$ cat config.mk
export PLATFORM = sky130hd
export DESIGN_NAME = serial_config_interpreter
export DESIGN_NICKNAME = d
export VERILOG_FILES = /design/src/cfg_pkg.sv /design/src/uart_rx.sv /design/src/uart_tx.sv /design/src/serial_config_interpreter.sv
export SDC_FILE = /design/constraint.sdc
export NUM_CORES = 1
export LEC_CHECK = 0
export BUFFER_PORTS_ARGS = -buffer_cell sky130_fd_sc_hd__buf_4
export CAP_MARGIN = 25
export CORE_AREA = 2 2 185 187
export CTS_CLUSTER_DIAMETER = 80
export DETAILED_ROUTE_END_ITERATION = 7
export DIE_AREA = 0 0 187 189
export PLACE_DENSITY = 0.8
export REMOVE_ABC_BUFFERS = 1
export SLEW_MARGIN = 20
export SYNTH_ARGS = -nofsm -noshare
export SYNTH_HDL_FRONTEND = slang
export SYNTH_SLANG_ARGS = --single-unit
$ cat constraint.sdc
create_clock -name sys_clk_i -period 4.13 [get_ports sys_clk_i]
set_clock_uncertainty 0.05 [all_clocks]
set_input_delay 0.6195 -clock sys_clk_i [delete_from_list [all_inputs] [get_ports sys_clk_i]]
set_output_delay 0.6195 -clock sys_clk_i [all_outputs]
set_load 0.01 [all_outputs]
$ cat src/cfg_pkg.sv
/*
 * shared constants and carriers for the serial configuration interpreter.
 * assumes a 50 MHz system clock and an 8N1 host serial link.
 */
package cfg_pkg;
    // -------------------------------------------------------------
    // timing
    // -------------------------------------------------------------
    localparam int unsigned CLK_HZ        = 50_000_000;
    localparam int unsigned CHAR_TMO_MS   = 10;
    localparam int unsigned CHAR_TMO_CYC  = CLK_HZ / 1000 * CHAR_TMO_MS;
    localparam int unsigned BAUD_4800     = 4800;
    localparam int unsigned BAUD_9600     = 9600;
    localparam int unsigned BAUD_19200    = 19200;
    localparam int unsigned BAUD_38400    = 38400;
    localparam logic [15:0] DIV_4800      = 16'(CLK_HZ / BAUD_4800);
    localparam logic [15:0] DIV_9600      = 16'(CLK_HZ / BAUD_9600);
    localparam logic [15:0] DIV_19200     = 16'(CLK_HZ / BAUD_19200);
    localparam logic [15:0] DIV_38400     = 16'(CLK_HZ / BAUD_38400);
    localparam int unsigned DATA_BITS     = 8;

    // -------------------------------------------------------------
    // configuration image layout
    // -------------------------------------------------------------
    localparam int unsigned NUM_CFG       = 12;
    localparam logic [3:0]  OFS_DEST0     = 4'h0;
    localparam logic [3:0]  OFS_DEST3     = 4'h3;
    localparam logic [3:0]  OFS_LOCAL0    = 4'h4;
    localparam logic [3:0]  OFS_LOCAL3    = 4'h7;
    localparam logic [3:0]  OFS_CHAN_HI   = 4'h8;
    localparam logic [3:0]  OFS_CHAN_LO   = 4'h9;
    localparam logic [3:0]  OFS_TX_POWER  = 4'hA;
    localparam logic [3:0]  OFS_BIT_RATE  = 4'hB;
    localparam logic [3:0]  LAST_OFS      = 4'hB;
    localparam logic [7:0]  RST_ADDR      = 8'h7E;
    localparam logic [7:0]  RST_CHAN_HI   = 8'h06;
    localparam logic [7:0]  RST_CHAN_LO   = 8'h75;
    localparam logic [7:0]  RST_TX_POWER  = 8'h00;
    localparam logic [7:0]  RST_BIT_RATE  = 8'h23;
    localparam logic [7:0]  MAX_TX_POWER  = 8'h07;
    localparam logic [15:0] CHAN_MIN      = 16'h0060;
    localparam logic [15:0] CHAN_MAX      = 16'h0F3F;
    localparam logic [7:0]  RATE_1200     = 8'hA3;
    localparam logic [7:0]  RATE_2400     = 8'h91;
    localparam logic [7:0]  RATE_4800     = 8'h47;
    localparam logic [7:0]  RATE_9600     = 8'h23;
    localparam logic [7:0]  RATE_19200    = 8'h11;
    localparam logic [7:0]  RATE_38400    = 8'h08;
    localparam logic [7:0]  RATE_57600    = 8'h05;
    localparam logic [7:0]  CHAR_PLUS     = 8'h2B;
    localparam logic [7:0]  CHAR_MINUS    = 8'h2D;

    // -------------------------------------------------------------
    // carriers
    // -------------------------------------------------------------
    typedef struct packed {
        logic       valid;
        logic [7:0] data;
    } byte_strobe_t;

    typedef logic [NUM_CFG-1:0][7:0] cfg_image_t;
endpackage

$ cat src/uart_rx.sv
/*
 * 8N1 serial receiver with selectable bit period.
 * assumes the line input is already synchronous to sys_clk_i.
 */
`timescale 1ns/1ns
module uart_rx (
    input  wire logic                 sys_clk_i,
    input  wire logic                 rst_n_i,
    input  wire logic [15:0]          bit_div_i,
    input  wire logic                 line_i,
    output cfg_pkg::byte_strobe_t     rx_o
);
    typedef enum logic [1:0] {RX_IDLE, RX_START, RX_DATA, RX_STOP} rx_state_t;

    rx_state_t             st_q, st_d;
    logic [15:0]           cnt_q, cnt_d;
    logic [2:0]            bit_q, bit_d;
    logic [7:0]            sh_q, sh_d;
    cfg_pkg::byte_strobe_t out_q, out_d;

    // -------------------------------------------------------------
    // bit sampler
    // -------------------------------------------------------------
    // next state: sample mid-bit, flag byte on valid stop bit
    always_comb begin
        st_d  = st_q;
        cnt_d = cnt_q + 16'h0001;
        bit_d = bit_q;
        sh_d  = sh_q;
        out_d = '{valid: 1'b0, data: out_q.data};
        case (st_q)
            RX_IDLE: begin
                cnt_d = 16'h0000;
                if (!line_i) begin
                    st_d = RX_START;
                end
            end
            RX_START: begin
                if (cnt_q == {1'b0, bit_div_i[15:1]}) begin
                    cnt_d = 16'h0000;
                    bit_d = 3'h0;
                    st_d  = line_i ? RX_IDLE : RX_DATA;
                end
            end
            RX_DATA: begin
                if (cnt_q == bit_div_i - 16'h0001) begin // one bit is bit_div_i cycles
                    cnt_d = 16'h0000;
                    sh_d  = {line_i, sh_q[7:1]}; // lsb first
                    bit_d = bit_q + 3'h1;
                    if (bit_q == 3'(cfg_pkg::DATA_BITS - 1)) begin
                        st_d = RX_STOP;
                    end
                end
            end
            RX_STOP: begin
                if (cnt_q == bit_div_i - 16'h0001) begin
                    st_d  = RX_IDLE;
                    out_d = '{valid: line_i, data: sh_q};
                end
            end
            default: st_d = RX_IDLE;
        endcase
    end

    // state registers
    always_ff @(posedge sys_clk_i or negedge rst_n_i) begin
        if (!rst_n_i) begin
            st_q  <= RX_IDLE;
            cnt_q <= 16'h0000;
            bit_q <= 3'h0;
            sh_q  <= 8'h00;
            out_q <= '0;
        end else begin
            st_q  <= st_d;
            cnt_q <= cnt_d;
            bit_q <= bit_d;
            sh_q  <= sh_d;
            out_q <= out_d;
        end
    end

    assign rx_o = out_q;
endmodule // uart_rx

$ cat src/uart_tx.sv
/*
 * 8N1 serial transmitter with selectable bit period.
 * assumes the caller waits for ready before strobing a byte.
 */
`timescale 1ns/1ns
module uart_tx (
    input  wire logic                 sys_clk_i,
    input  wire logic                 rst_n_i,
    input  wire logic [15:0]          bit_div_i,
    input  cfg_pkg::byte_strobe_t     tx_i,
    output logic                      ready_o,
    output logic                      line_o
);
    logic [9:0]  frm_q, frm_d;
    logic [3:0]  left_q, left_d;
    logic [15:0] cnt_q, cnt_d;
    logic        line_q, line_d;

    // -------------------------------------------------------------
    // shifter
    // -------------------------------------------------------------
    // next state: load frame when idle, shift one bit per period
    always_comb begin
        frm_d  = frm_q;
        left_d = left_q;
        cnt_d  = cnt_q;
        line_d = line_q;
        if (left_q == 4'h0) begin
            line_d = 1'b1;
            if (tx_i.valid) begin
                frm_d  = {1'b1, tx_i.data, 1'b0};
                left_d = 4'hA;
                cnt_d  = 16'h0000;
                line_d = 1'b0;
            end
        end else if (cnt_q == bit_div_i - 16'h0001) begin // one bit is bit_div_i cycles
            cnt_d  = 16'h0000;
            frm_d  = {1'b1, frm_q[9:1]};
            left_d = left_q - 4'h1;
            line_d = (left_q == 4'h1) ? 1'b1 : frm_q[1];
        end else begin
            cnt_d = cnt_q + 16'h0001;
        end
    end

    // state registers
    always_ff @(posedge sys_clk_i or negedge rst_n_i) begin
        if (!rst_n_i) begin
            frm_q  <= 10'h3FF;
            left_q <= 4'h0;
            cnt_q  <= 16'h0000;
            line_q <= 1'b1;
        end else begin
            frm_q  <= frm_d;
            left_q <= left_d;
            cnt_q  <= cnt_d;
            line_q <= line_d;
        end
    end

    // ready from state only, so a caller may strobe on ready without a loop
    assign ready_o = (left_q == 4'h0);
    assign line_o  = line_q;
endmodule // uart_tx

$ cat src/serial_config_interpreter.sv
/*
 * configuration-mode command interpreter of a serial radio modem.
 * assumes synchronous host pins and an rf datapath that takes packet
 * bytes and reports received destination addresses.
 */
// How it works
// RL1: three plus chars enter configuration mode
// RL2: entering config replies with current image
// RL3: three minus chars leave, no reply
// RL4: tx power codes 0..7, 3 dB steps
// RL5: only seven listed bit rate codes accepted
// RL6: host computes channel from frequency formula
// RL7: bytes 8 and 9 form channel
// RL8: channel limited to 96..3903 inclusive
// RL9: channel needs both bytes in write
// RL10: image echoed after each config packet
// RL11: unsent trailing bytes keep old values
// RL12: commit on rts high or silence timeout
// RL13: zero destination restores factory defaults
// RL14: pass rf packet only on address match
// RL15: short address write keeps stored address
// RL16: illegal power or rate code ignored
// RL17: hosts swap local addresses as destinations
// RL18: 8N1 link, rate from select pins
// RL19: persist select chooses nonvolatile store
// RL20: rts low ready, cts high busy
// RL21: bytes fill positions from zero upward
// RL22: config characters never forwarded over rf (the three plus chars that enter config are still forwarded)
`timescale 1ns/1ns
module serial_config_interpreter #(
    parameter int unsigned CLK_HZ   = cfg_pkg::CLK_HZ, // system clock rate, sets bit periods
    parameter int unsigned CHAR_TMO = cfg_pkg::CHAR_TMO_CYC
) (
    input  wire logic                 sys_clk_i,
    input  wire logic                 rst_n_i,
    input  wire logic                 host_txd_i,
    output logic                      host_rxd_o,
    input  wire logic                 host_rts_n_i,
    output logic                      host_cts_n_o,
    input  wire logic                 host_rate_select_lo_i,
    input  wire logic                 host_rate_select_hi_i,
    input  wire logic                 config_persist_select_i,
    input  cfg_pkg::byte_strobe_t     rf_rx_i,
    input  wire logic                 rf_rx_end_i,
    input  wire logic [31:0]          rf_rx_dest_i,
    output cfg_pkg::byte_strobe_t     rf_tx_o,
    output cfg_pkg::cfg_image_t       cfg_o,
    output logic                      config_mode_o,
    output logic                      nv_store_o
);
    typedef enum logic [1:0] {M_DATA, M_CONFIG, M_REPLY} mode_t;

    // -------------------------------------------------------------
    // serial link
    // -------------------------------------------------------------
    logic [15:0]           div_q, div_d;
    cfg_pkg::byte_strobe_t rx_byte, tx_req;
    logic                  tx_ready, txd_line;

    // rate selection, registered every cycle
    always_comb begin
        case ({host_rate_select_hi_i, host_rate_select_lo_i}) // see RL18
            2'b00:   div_d = 16'(CLK_HZ / cfg_pkg::BAUD_4800);
            2'b01:   div_d = 16'(CLK_HZ / cfg_pkg::BAUD_9600);
            2'b10:   div_d = 16'(CLK_HZ / cfg_pkg::BAUD_19200);
            default: div_d = 16'(CLK_HZ / cfg_pkg::BAUD_38400);
        endcase
    end

    uart_rx u_rx (
        .sys_clk_i (sys_clk_i),
        .rst_n_i   (rst_n_i),
        .bit_div_i (div_q),
        .line_i    (host_txd_i),
        .rx_o      (rx_byte)
    );

    uart_tx u_tx (
        .sys_clk_i (sys_clk_i),
        .rst_n_i   (rst_n_i),
        .bit_div_i (div_q),
        .tx_i      (tx_req),
        .ready_o   (tx_ready),
        .line_o    (txd_line)
    );

    // -------------------------------------------------------------
    // interpreter state
    // -------------------------------------------------------------
    mode_t                 mode_q, mode_d;
    logic [1:0]            esc_q, esc_d;
    logic [31:0]           tmo_q, tmo_d;
    logic [3:0]            wpos_q, wpos_d;
    logic [3:0]            rpos_q, rpos_d;
    cfg_pkg::cfg_image_t   img_q, img_d;
    cfg_pkg::cfg_image_t   stg_q, stg_d;
    logic                  rts_q, rts_d;
    cfg_pkg::byte_strobe_t rft_q, rft_d;
    logic                  nv_q, nv_d;
    logic                  commit;
    logic [15:0]           chan;
    logic [7:0]            esc_char;

    assign esc_char = (mode_q == M_DATA) ? cfg_pkg::CHAR_PLUS : cfg_pkg::CHAR_MINUS;
    assign chan     = {stg_q[cfg_pkg::OFS_CHAN_HI], stg_q[cfg_pkg::OFS_CHAN_LO]};
    // pending write closes on rts release or silence
    assign commit   = (mode_q == M_CONFIG) && (wpos_q != 4'h0) &&
                      ((host_rts_n_i && !rts_q) || (tmo_q == 32'(CHAR_TMO))); // see RL12

    // legal speed codes only
    function automatic logic rate_ok(input logic [7:0] c);
        rate_ok = (c == cfg_pkg::RATE_1200) || (c == cfg_pkg::RATE_2400) ||
                  (c == cfg_pkg::RATE_4800) || (c == cfg_pkg::RATE_9600) ||
                  (c == cfg_pkg::RATE_19200) || (c == cfg_pkg::RATE_38400) ||
                  (c == cfg_pkg::RATE_57600); // see RL5
    endfunction

    // factory image
    function automatic cfg_pkg::cfg_image_t dflt();
        cfg_pkg::cfg_image_t d;
        d = '0;
        for (int i = 0; i < 8; i++) begin
            d[i] = cfg_pkg::RST_ADDR;
        end
        d[cfg_pkg::OFS_CHAN_HI]  = cfg_pkg::RST_CHAN_HI;
        d[cfg_pkg::OFS_CHAN_LO]  = cfg_pkg::RST_CHAN_LO;
        d[cfg_pkg::OFS_TX_POWER] = cfg_pkg::RST_TX_POWER;
        d[cfg_pkg::OFS_BIT_RATE] = cfg_pkg::RST_BIT_RATE;
        dflt = d;
    endfunction

    // factory image as a constant for the reset branches
    localparam cfg_pkg::cfg_image_t DFLT_IMG = dflt();

    // next state: escape detect, byte capture, commit and reply
    always_comb begin
        mode_d = mode_q;
        esc_d  = esc_q;
        wpos_d = wpos_q;
        rpos_d = rpos_q;
        img_d  = img_q;
        stg_d  = stg_q;
        nv_d   = 1'b0;
        rts_d  = host_rts_n_i;
        tmo_d  = (tmo_q == 32'(CHAR_TMO)) ? tmo_q : tmo_q + 32'h1;
        tx_req = '{valid: 1'b0, data: 8'h00};
        rft_d  = '{valid: 1'b0, data: rft_q.data};
        if (esc_q != 2'h0 && tmo_q == 32'(CHAR_TMO)) begin
            esc_d = 2'h0; // gap too long breaks the escape run
        end
        case (mode_q)
            M_DATA: begin
                if (rx_byte.valid) begin
                    tmo_d = 32'h0;
                    if (rx_byte.data == esc_char) begin
                        esc_d = esc_q + 2'h1;
                        if (esc_q == 2'h2) begin
                            esc_d  = 2'h0;
                            mode_d = M_REPLY; // see RL1
                            rpos_d = 4'h0;
                            wpos_d = 4'h0;
                        end
                    end else begin
                        esc_d = 2'h0;
                    end
                    // only data-mode chars reach the rf side
                    rft_d = rx_byte; // see RL22
                end
                // pass matching rf bytes back to host
                // local address msb sits at position 4
                if (rf_rx_i.valid &&
                    rf_rx_dest_i == {img_q[4], img_q[5], img_q[6], img_q[7]}) begin // see RL14
                    tx_req = rf_rx_i;
                end
            end
            M_CONFIG: begin
                if (commit) begin
                    wpos_d = 4'h0;
                    rpos_d = 4'h0;
                    mode_d = M_REPLY; // see RL10
                    nv_d   = config_persist_select_i; // see RL19
                    // positions past the end keep old values
                    if (wpos_q > cfg_pkg::OFS_DEST3) begin // see RL11
                        img_d[3:0] = stg_q[3:0]; // see RL15
                    end
                    if (wpos_q > cfg_pkg::OFS_LOCAL3) begin
                        img_d[7:4] = stg_q[7:4]; // see RL15
                    end
                    if (wpos_q > cfg_pkg::OFS_CHAN_LO &&
                        chan >= cfg_pkg::CHAN_MIN && chan <= cfg_pkg::CHAN_MAX) begin
                        img_d[9:8] = stg_q[9:8]; // see RL9, RL8, RL7
                    end
                    if (wpos_q > cfg_pkg::OFS_TX_POWER &&
                        stg_q[cfg_pkg::OFS_TX_POWER] <= cfg_pkg::MAX_TX_POWER) begin
                        img_d[cfg_pkg::OFS_TX_POWER] = stg_q[cfg_pkg::OFS_TX_POWER]; // see RL4, RL16
                    end
                    if (wpos_q > cfg_pkg::OFS_BIT_RATE &&
                        rate_ok(stg_q[cfg_pkg::OFS_BIT_RATE])) begin
                        img_d[cfg_pkg::OFS_BIT_RATE] = stg_q[cfg_pkg::OFS_BIT_RATE]; // see RL16
                    end
                    if (wpos_q > cfg_pkg::OFS_DEST3 && stg_q[3:0] == 32'h0) begin
                        img_d = dflt(); // see RL13
                    end
                end else if (rx_byte.valid) begin
                    tmo_d = 32'h0;
                    if (rx_byte.data == esc_char) begin
                        esc_d = esc_q + 2'h1;
                    end else begin
                        esc_d = 2'h0;
                    end
                    if (rx_byte.data == esc_char && esc_q == 2'h2) begin
                        esc_d  = 2'h0;
                        wpos_d = 4'h0;
                        mode_d = M_DATA; // see RL3
                    end else if (wpos_q <= cfg_pkg::LAST_OFS) begin
                        stg_d[wpos_q] = rx_byte.data; // see RL21
                        wpos_d        = wpos_q + 4'h1;
                    end
                end
            end
            M_REPLY: begin
                if (tx_ready) begin
                    tx_req = '{valid: 1'b1, data: img_q[rpos_q]}; // see RL2
                    rpos_d = rpos_q + 4'h1;
                    if (rpos_q == cfg_pkg::LAST_OFS) begin
                        mode_d = M_CONFIG;
                        tmo_d  = 32'h0;
                    end
                end
            end
            default: mode_d = M_DATA;
        endcase
        if (rf_rx_end_i) begin
            rft_d.valid = rft_d.valid;
        end
    end

    // state registers
    always_ff @(posedge sys_clk_i or negedge rst_n_i) begin
        if (!rst_n_i) begin
            mode_q <= M_DATA;
            esc_q  <= 2'h0;
            tmo_q  <= 32'h0;
            wpos_q <= 4'h0;
            rpos_q <= 4'h0;
            img_q  <= DFLT_IMG;
            stg_q  <= DFLT_IMG;
            rts_q  <= 1'b1;
            rft_q  <= '0;
            nv_q   <= 1'b0;
            div_q  <= 16'(CLK_HZ / cfg_pkg::BAUD_4800);
        end else begin
            mode_q <= mode_d;
            esc_q  <= esc_d;
            tmo_q  <= tmo_d;
            wpos_q <= wpos_d;
            rpos_q <= rpos_d;
            img_q  <= img_d;
            stg_q  <= (mode_q == M_REPLY) ? img_q : stg_d;
            rts_q  <= rts_d;
            rft_q  <= rft_d;
            nv_q   <= nv_d;
            div_q  <= div_d;
        end
    end

    // -------------------------------------------------------------
    // registered outputs
    // -------------------------------------------------------------
    logic cts_n_q;
    logic rxd_q;
    logic cfg_mode_q;

    // busy while replying or while the transmitter is sending
    always_ff @(posedge sys_clk_i or negedge rst_n_i) begin
        if (!rst_n_i) begin
            cts_n_q    <= 1'b1;
            rxd_q      <= 1'b1;
            cfg_mode_q <= 1'b0;
        end else begin
            cts_n_q    <= (mode_d == M_REPLY) || !tx_ready; // see RL20
            rxd_q      <= txd_line;
            cfg_mode_q <= (mode_d != M_DATA);
        end
    end

    assign host_cts_n_o  = cts_n_q;
    assign host_rxd_o    = rxd_q;
    assign rf_tx_o       = rft_q;
    assign cfg_o         = img_q;
    assign config_mode_o = cfg_mode_q;
    assign nv_store_o    = nv_q;
endmodule // serial_config_interpreter

## After elaboration in Yosys (flattened, before gate mapping)

Cells that the tools add are included.

| word-level totals | value |
|---|---|
| flip-flop bits (word level) | 335 |
| input port bits | 49 |
| output and inout bits | 109 |
| logic and storage cells | 253 |

| cells by class | value |
|---|---|
| add/subtract/negate cells | 9 |
| order comparisons | 12 |
| eq/ne operators | 40 |
| multiplexer cells | 89 |
| reduce and logical (&&, ||, !) cells | 56 |

Operators by type and width:

| cell | count |
|---|---|
| 2-to-1 mux 96 bit | 7 |
| 2-to-1 mux 32 bit | 7 |
| bitwise mux 96 bit | 1 |
| 2-to-1 mux 16 bit | 6 |
| one-hot mux 32 bit (3 select lines) | 1 |
| 2-to-1 mux 9 bit | 6 |
| 2-to-1 mux 4 bit | 12 |
| one-hot mux 16 bit (3 select lines) | 1 |
| 2-to-1 mux 2 bit | 22 |
| one-hot mux 14 bit (3 select lines) | 1 |
| adder 16 x 1 -> 16 bit (second input constant) | 2 |
| adder 32 x 1 -> 32 bit (second input constant) | 1 |
| binary-select mux 8 bit (select 4 bit) | 1 |
| demux 8 bit (select 4 bit) | 1 |
| == test 16 bit | 2 |
| == test 32 x 19 -> 1 bit (second input constant) | 1 |
| == test 32 bit | 1 |
| zero test 32 bit | 1 |
| 2-to-1 mux 8 bit | 4 |
| 2-to-1 mux 10 bit | 3 |
| nonzero test 2 bit | 13 |
| != test 2 x 1 -> 1 bit (second input constant) | 9 |
| one-hot mux 9 bit (2 select lines) | 1 |
| AND reduction 3 bit | 6 |
| other kinds (48) | 96 |

## Logic depth before layout (Yosys ltp)

Gate-level depths: netlist of the first run.

| logic depth | value |
|---|---|
| depth after elaboration | 11 |
| depth in mapped cells | 11 |

## Cells and area by module

From an unflattened synthesis of the first run, not the netlist that was laid out.

| unflattened totals | value |
|---|---|
| cell total of the unflattened synthesis | 1713 |
| area total of the unflattened synthesis | 17745.8 um2 |

By module, submodules not included:

| module | times used | cells each | area each (um2) | seq. area each (um2) |
|---|---|---|---|---|
| serial_config_interpreter | 1 | 1194 | 13082.5 | 6633.9 |
| uart_rx | 1 | 271 | 2542.4 | 950.9 |
| uart_tx | 1 | 248 | 2120.8 | 737.0 |

## Worst setup path after synthesis of the first run

No wires, ideal clock.

| timing path | value |
|---|---|
| path type | register to register |
| from | register div_q[8] |
| to | register u_rx.out_q, in the netlist u_rx.rx_o[0] |
| setup time | 0.125 ns |
| arrival time | 3.001 ns |
| data required time | 3.955 ns |
| path slack | 0.954 ns |
| stages on the path, launching flop included | 12 |
| clock period less this slack | 3.176 ns |
| cell sequence | dfrtp_1 > inv_1 > ha_1 > nor3b_1 > xnor2_1 > a2111oi_0 > nand4_1 > and4b_1 > buf_2 > and2_1 > buf_4 > mux2_2 |

| on the way | value |
|---|---|
| longest elaborated chain between the ends | 3 |

Ends and longest elaborated chain:

| element | line | source |
|---|---|---|
| from (decl) | serial_config_interpreter.sv:56 | `logic [15:0] div_q, div_d;` |
| from (signal assigned) | serial_config_interpreter.sv:251 | `div_q <= 16'(CLK_HZ / cfg_pkg::BAUD_4800);` |
| from (signal assigned) | serial_config_interpreter.sv:263 | `div_q <= div_d;` |
| subtractor 16 x 1 -> 16 bit | uart_rx.sv:56 | `if (cnt_q == bit_div_i - 16'h0001) begin` |
| == test 16 bit | uart_rx.sv:56 |  |
| AND reduction 2 bit (no source line) | n/a |  |
| to (signal assigned) | uart_rx.sv:78 | `out_q <= out_d;` |
| to (decl) | uart_rx.sv:19 | `cfg_pkg::byte_strobe_t out_q, out_d;` |

No other way between the ends.
A chain may end at the register's enable or synchronous reset.

## Worst setup path in the final report of the first run

| timing path | value |
|---|---|
| from | register mode_q[0] |
| to | register rpos_q[2] |

| on the way | value |
|---|---|
| longest elaborated chain between the ends | 5 |

Ends and longest elaborated chain:

| element | line | source |
|---|---|---|
| from (decl) | serial_config_interpreter.sv:90 | `mode_t mode_q, mode_d;` |
| from (signal assigned) | serial_config_interpreter.sv:253 | `mode_q <= mode_d;` |
| zero test 2 bit / == test 2 x 1 -> 1 bit (equally long branches) | serial_config_interpreter.sv:104, serial_config_interpreter.sv:151, serial_config_interpreter.sv:107 |  |
| 2-to-1 mux 3 bit / logical AND 1 bit (equally long branches) | serial_config_interpreter.sv:104, serial_config_interpreter.sv:107 |  |
| == test 8 x 6 -> 1 bit / logical AND 1 bit (equally long branches) | serial_config_interpreter.sv:155, serial_config_interpreter.sv:107 |  |
| != test 2 x 1 -> 1 bit (no source line) / != test 2 bit (equally long branches) | n/a |  |
| AND reduction 6 bit (no source line) | n/a |  |
| to (signal assigned) | serial_config_interpreter.sv:257 | `rpos_q <= rpos_d;` |
| to (decl) | serial_config_interpreter.sv:94 | `logic [3:0] rpos_q, rpos_d;` |

Several ways; a longest one is shown, not always the timed one.

==> metrics.cfg, run 1 <==
[yosys]
synthXorXnorAreaFrac_pct=5.319
synthFlopType=dfrtp_1
syn_area_um2=18040
ys_types=79
synth_area_leaders=dfrtp_1 (27%), dfstp_2 (19%), a221o_1 (5.5%)
synth_top_family_by_area=simple AND/OR/NAND/NOR gates
syn_inst=1900
synth_top_area_share_pct=27.05
synthAdderAreaFrac_pct=2.358
synth_compound_area_share_pct=16.42
synthMuxAreaShare_pct=6.609
synth-seq-cells=326
yosysTopAreaCell=dfrtp_1
synth_edf_count=0
synth-warning-count=0
synth-simple-area-share_pct=18.91
syn_area_per_cell_um2=9.495
ys_seq_area_share_pct=46.13
synthArstFlopShare_pct=100.0

[outcome]
status=finished, final reports clean

[drt]
wl_per_cell_um=21.12
vias=15790
drt-total-wl_um=52150
drcViolationCount=0
ant_nets=0
dr.pass1.iters=8
via_per_inst=6.394
drt_iter0_drc=1776

[critical_path]
critical_path_class=register to register
worstPathArrival_ns=3.82
start_kind=register
worst_ep_required_time_ns=4.49
reg2regPathDepth=10
cp_max_fo=8
cp-end-kind=register

[clocking]
root_buffer=clkbuf_16
clk_pin_slew_ns=0.06
cts.repair.resized=0
clkLatencyLatePin_ns=0.53
cts_tree=yes
cts.sinks=326
postCtsSetupBuffers=0
clock_path_buffers=3
htree_levels=2
cts_made_buffers=36
cts_hold_buffers=0

[sta]
tns_ns=0
finalCritPeriodShare_pct=83.91
worstMarginPinSlew_ns=0.9495
finalSetupViolCount=0
worst_slack_ns=0.6646
relSlewSlack_pct=36.70
period_needed_ns=3.465
final_hold_viol_count=0
drv_slew=0
max_freq_mhz=288.6
whs_ns=0.08328
rsz0062_at_grt=no

[grt]
grt_pass1_wl_um=83780
grt_antenna_before_repair=0
grt_max_degree=102
grt_overflow=0
gr-usage-all-layers_pct=29.25
grt_pass1_vias=15440

[power]
clkPwrFrac_pct=45.2
ir_worst_vdd_mv=0.2522
power.leakage_nw=8.591
seqPwrFrac_pct=47.4
p_per_area_nw_per_um2=340.7
p_total_mw=7.108
cell_internal_pwr_mw=5.365
switching_power_mw=1.742
pwr-share-comb_pct=7.4
p_sw_share_pct=24.51

[place]
post-dp-hpwl_um=34370
globalplace.congestion=0.8936
io_buffers=156
dp_slack_ns=0.7704
post_dp_cell_area_um2=19660

[die]
design.core.area_um2=33280
die_area_um2=35340
io_pins=158
die_w_um=187
row_count=67
floorplan.die.height_um=189
start_util_pct=54.21

[layout]
syn2layout_area_growth_pct=15.63
nNetsFinal=2076
antennaDiodeCount=0
drive_gt1_share_pct=23.21
fin_area_um2=20860

[job]
drv_cap=0

[min_path]
hp-class=input pin to async pin

[metrics by stage]
step,util (%),std cells
after detailed placement,59.07,2401
after global routing,62.68,2469
final,62.68,2469
after global placement,58.99,2400
after floorplan,-,1760
after CTS,62.60,2467
[state kept, by name, indices dropped and copies added, names as in the netlist, 2 cells and up, named ones only]
| signal | count |
|---|---|
| wpos_q | 4 |
| u_tx.cnt_q | 16 |
| stg_q | 80 |
| u_rx.sh_q | 8 |
| esc_q | 2 |
| tmo_q | 32 |
| cfg_o | 96 |
| div_q | 9 |
| rpos_q | 4 |
| u_rx.rx_o | 9 |
| u_tx.left_q | 4 |
| chan | 16 |
| rf_tx_o | 9 |
| u_rx.cnt_q | 16 |
| u_tx.frm_q | 8 |
| u_rx.bit_q | 3 |
| mode_q | 2 |
[path summary, 6_finish.rpt]
check,start,to,slack [ns]
worst min register to register,u_tx.line_o,host_rxd_o,0.34
worst max-delay path,mode_q[0],rpos_q[2],0.66
max in group asynchronous,rst_n_i,cfg_o[78],2.93
min in group sys_clk_i,host_rts_n_i,rts_q,0.16
worst max register to register,mode_q[0],rpos_q[2],0.66
worst min-delay path,rst_n_i,cfg_o[23],0.08
[metal layers]
| metal | GRT usage (%) | routed length (um) | up-vias |
|---|---|---|---|
| li1 | - | - | 7028 |
| met3 | 4.226 | 4391 | 194 |
| met5 | 0 | 0 | - |
| met4 | 14.22 | 2582 | 0 |
| met1 | 39.30 | 20600 | 7703 |
| met2 | 46.90 | 24570 | 861 |
[critical path, cell delays in order, from the launching register on]
cell and delay [ns]:
dfrtp_1 0.45, inv_1 0.13, ha_1 0.23, or3b_2 0.47, a2111oi_2 0.36, buf_4 0.21
nand3_1 0.16, a221o_1 0.34, a21oi_1 0.54, o21ai_0 0.24, o2bb2ai_1 0.18
[power groups by stage]
| stage | registers (mW) | clock network (mW) | logic [mW] |
|---|---|---|---|
| floorplan | 3.39 | 0 | 0.323 |
| global placement | 3.41 | 0 | 0.511 |
| detailed placement | 3.42 | 0 | 0.528 |
| CTS | 3.37 | 3.24 | 0.530 |
| global route | 3.38 | 3.39 | 0.589 |
| finish | 3.37 | 3.21 | 0.526 |
[cell type report]
cell class / count / area [um^2]
clock buffer: 57 / 1092
clock inverter: 9 / 81.33
fill: 2653 / 12420
inverter: 58 / 217.7
multi-input combinational: 1376 / 9019
sequential: 326 / 8323
tap: 448 / 560.5
timing repair buffer: 195 / 1567
[cell families after synthesis]
logic type / Yosys count
AO/OA/AOI/OAI: 429
multiplexers: 84
buffers and inverters: 198
AND/OR/NAND/NOR: 721
adder cells (fa/ha/maj): 34
flip-flops: 326
XOR/XNOR: 108
[Yosys cell counts (all sizes together) (19+ instances only)]
master	count
and3	19
dfrtp	195
nor2	152
o21ai	98
ha	34
xnor2	38
inv	58
a31oi	31
a221o	100
buf	29
nand3	156
mux4	24
nor4	29
xor2	69
clkbuf	111
dfstp	131
mux2i	19
a21oi	120
and2	28
nand2	235
nor3	23
mux2	41
[cell usage in the layout (no fill, tap or decap), types with 27 or more instances in the layout]
master and instances:
xor2_1 69, a221o_1 100, inv_1 58, dfrtp_1 194, a21oi_1 117, xnor2_1 38
nand3_1 156, and2_1 27, nor4_1 27, dfstp_2 131, clkbuf_16 38, a31oi_1 30
mux2_2 41, nor2_1 151, nand2_1 235, ha_1 33, buf_4 186, o21ai_0 97
No activity file was read; power rests on OpenSTA's default activity.
==> run 2: changes to the inputs <==
- clock period: 4.13 -> 3.4 ns (I/O delays scaled with it)
==> metrics.cfg, run 2 (synthesis results as in run 1) <==
[drt]
drt-total-wl_um=51970
vias=15890
dr.pass1.iters=6
dr_wl_met3_um=4827
wl_met2_um=24340
top_layer=met4
wl_per_cell_um=20.93
wl_met1_um=20350
drt_iter0_drc=1914
via_per_inst=6.401
drcViolationCount=0
ant_nets=0

[place]
io_buffers=156
globalplace.congestion=0.8950
post_dp_cell_area_um2=19790
post-dp-hpwl_um=34720
dp_slack_ns=0.2205
dp.cells=2416

[power]
ir_worst_vdd_mv=0.2841
p_per_area_nw_per_um2=412.4
p_total_mw=8.662
power.leakage_nw=8.659

[die]
start_util_pct=54.21
row_count=67
io_pins=158
die_w_um=187
design.core.area_um2=33280
floorplan.die.height_um=189
die_area_um2=35340

[min_path]
hp-class=input pin to async pin

[critical_path]
worst_ep_required_time_ns=3.81
startpoint=mode_q[0]
start_kind=register
cp-end-kind=register
critical_path_class=register to register
critPathTopFamily=compound AO/OA/AOI/OAI gates
cpPeakStageDelay_ns=0.76
worstReg2RegStart=mode_q[0]
cp_max_fo=29
crit_path_top_delay_cell=a31oi_4
path_cells=inv_1 > ha_1 > buf_4 > nand3b_1 > a2111oi_2 > buf_4 > a21bo_2 > a31oi_4 > buf_4 > nand3_1 > a21oi_1 > a221o_1
worstPathArrival_ns=3.66
crit_top_cell=buf_4
cp_num_buf_inv=4

[grt]
grt_pass1_wl_um=82440
grt_antenna_before_repair=0
gr-usage-all-layers_pct=28.75
grt_max_degree=103
grt_overflow=0
grt_pass1_vias=15400

[sta]
final_hold_viol_count=16
worstMarginPinSlew_ns=0.9737
relSlewSlack_pct=35.09
drv_slew=0
whs_ns=-0.05850
max_freq_mhz=307.7
finalSetupViolCount=0
period_needed_ns=3.250
tns_ns=0
finalCritPeriodShare_pct=95.59
rsz0062_at_grt=no
worst_slack_ns=0.1499

[layout]
antennaDiodeCount=0
final_common_cell=nand2_1
final_cells=2483
drive_gt1_share_pct=23.78
fin_area_um2=21000
final_util_pct=63.11
nNetsFinal=2090
largest_reg_flops=96
final_cell_mix=nand2_1 (235), buf_4 (199), dfrtp_1 (194)
nFillCells=2644
syn2layout_area_growth_pct=16.42

[clocking]
cts_made_buffers=36
cts_tree=yes
postCtsSetupBuffers=0
clkLatencyLatePin_ns=0.53
clock_path_buffers=3
cts.sinks=326
root_buffer=clkbuf_16
clk_pin_slew_ns=0.06
htree_levels=2

[job]
drv_cap=0

[outcome]
status=finished, violations left
violations=negative hold slack

run 2: changes by cell type in the layout (fill, tap and decap cells not counted), sizes merged:
cell and delta:
clkinvlp +1, buf +15, clkinv -2
run 2: final timing paths:
check                      slack (ns)  cells after the start          to
max reg2reg                      0.15                     12   stg_q[26]
min in group sys_clk_i           0.05                      1       rts_q
max in group asynchronous        2.29                      2   stg_q[36]
max                              0.15                     12   stg_q[26]
min                             -0.06                      1   stg_q[23]
min reg2reg                      0.32                      0  host_rxd_o
run 2: layer usage:
metal / track usage (%) / vias to the layer above
li1: - / 7072
met1: 38.32 / 7728
met2: 45.55 / 926
met3: 5.375 / 167
met4: 13.92 / 0
met5: 0 / -
run 2: cell type report:
class / instances / area (um^2) / share of cell area (%)
Clock buffer: 58 / 1106 / 5.266
Clock inverter: 8 / 86.33 / 0.4111
Multi-Input combinational cell: 1376 / 9020 / 42.95
Sequential cell: 326 / 8323 / 39.63
Tap cell: 448 / 560.5 / 2.669
Inverter: 58 / 217.7 / 1.037
Timing Repair Buffer: 209 / 1689 / 8.042
run 2: what timing repair did:
action	4_1_cts	5_1_grt
setup endpoints to repair	0	8
hold buffers	0	0
gates resized for setup	0	1
hold endpoints to repair	0	0
run 2: power breakdown:
group	switching [mW]	internal, mW
combinational	0.381	0.279
sequential	0.126	3.97
clock	1.60	2.32
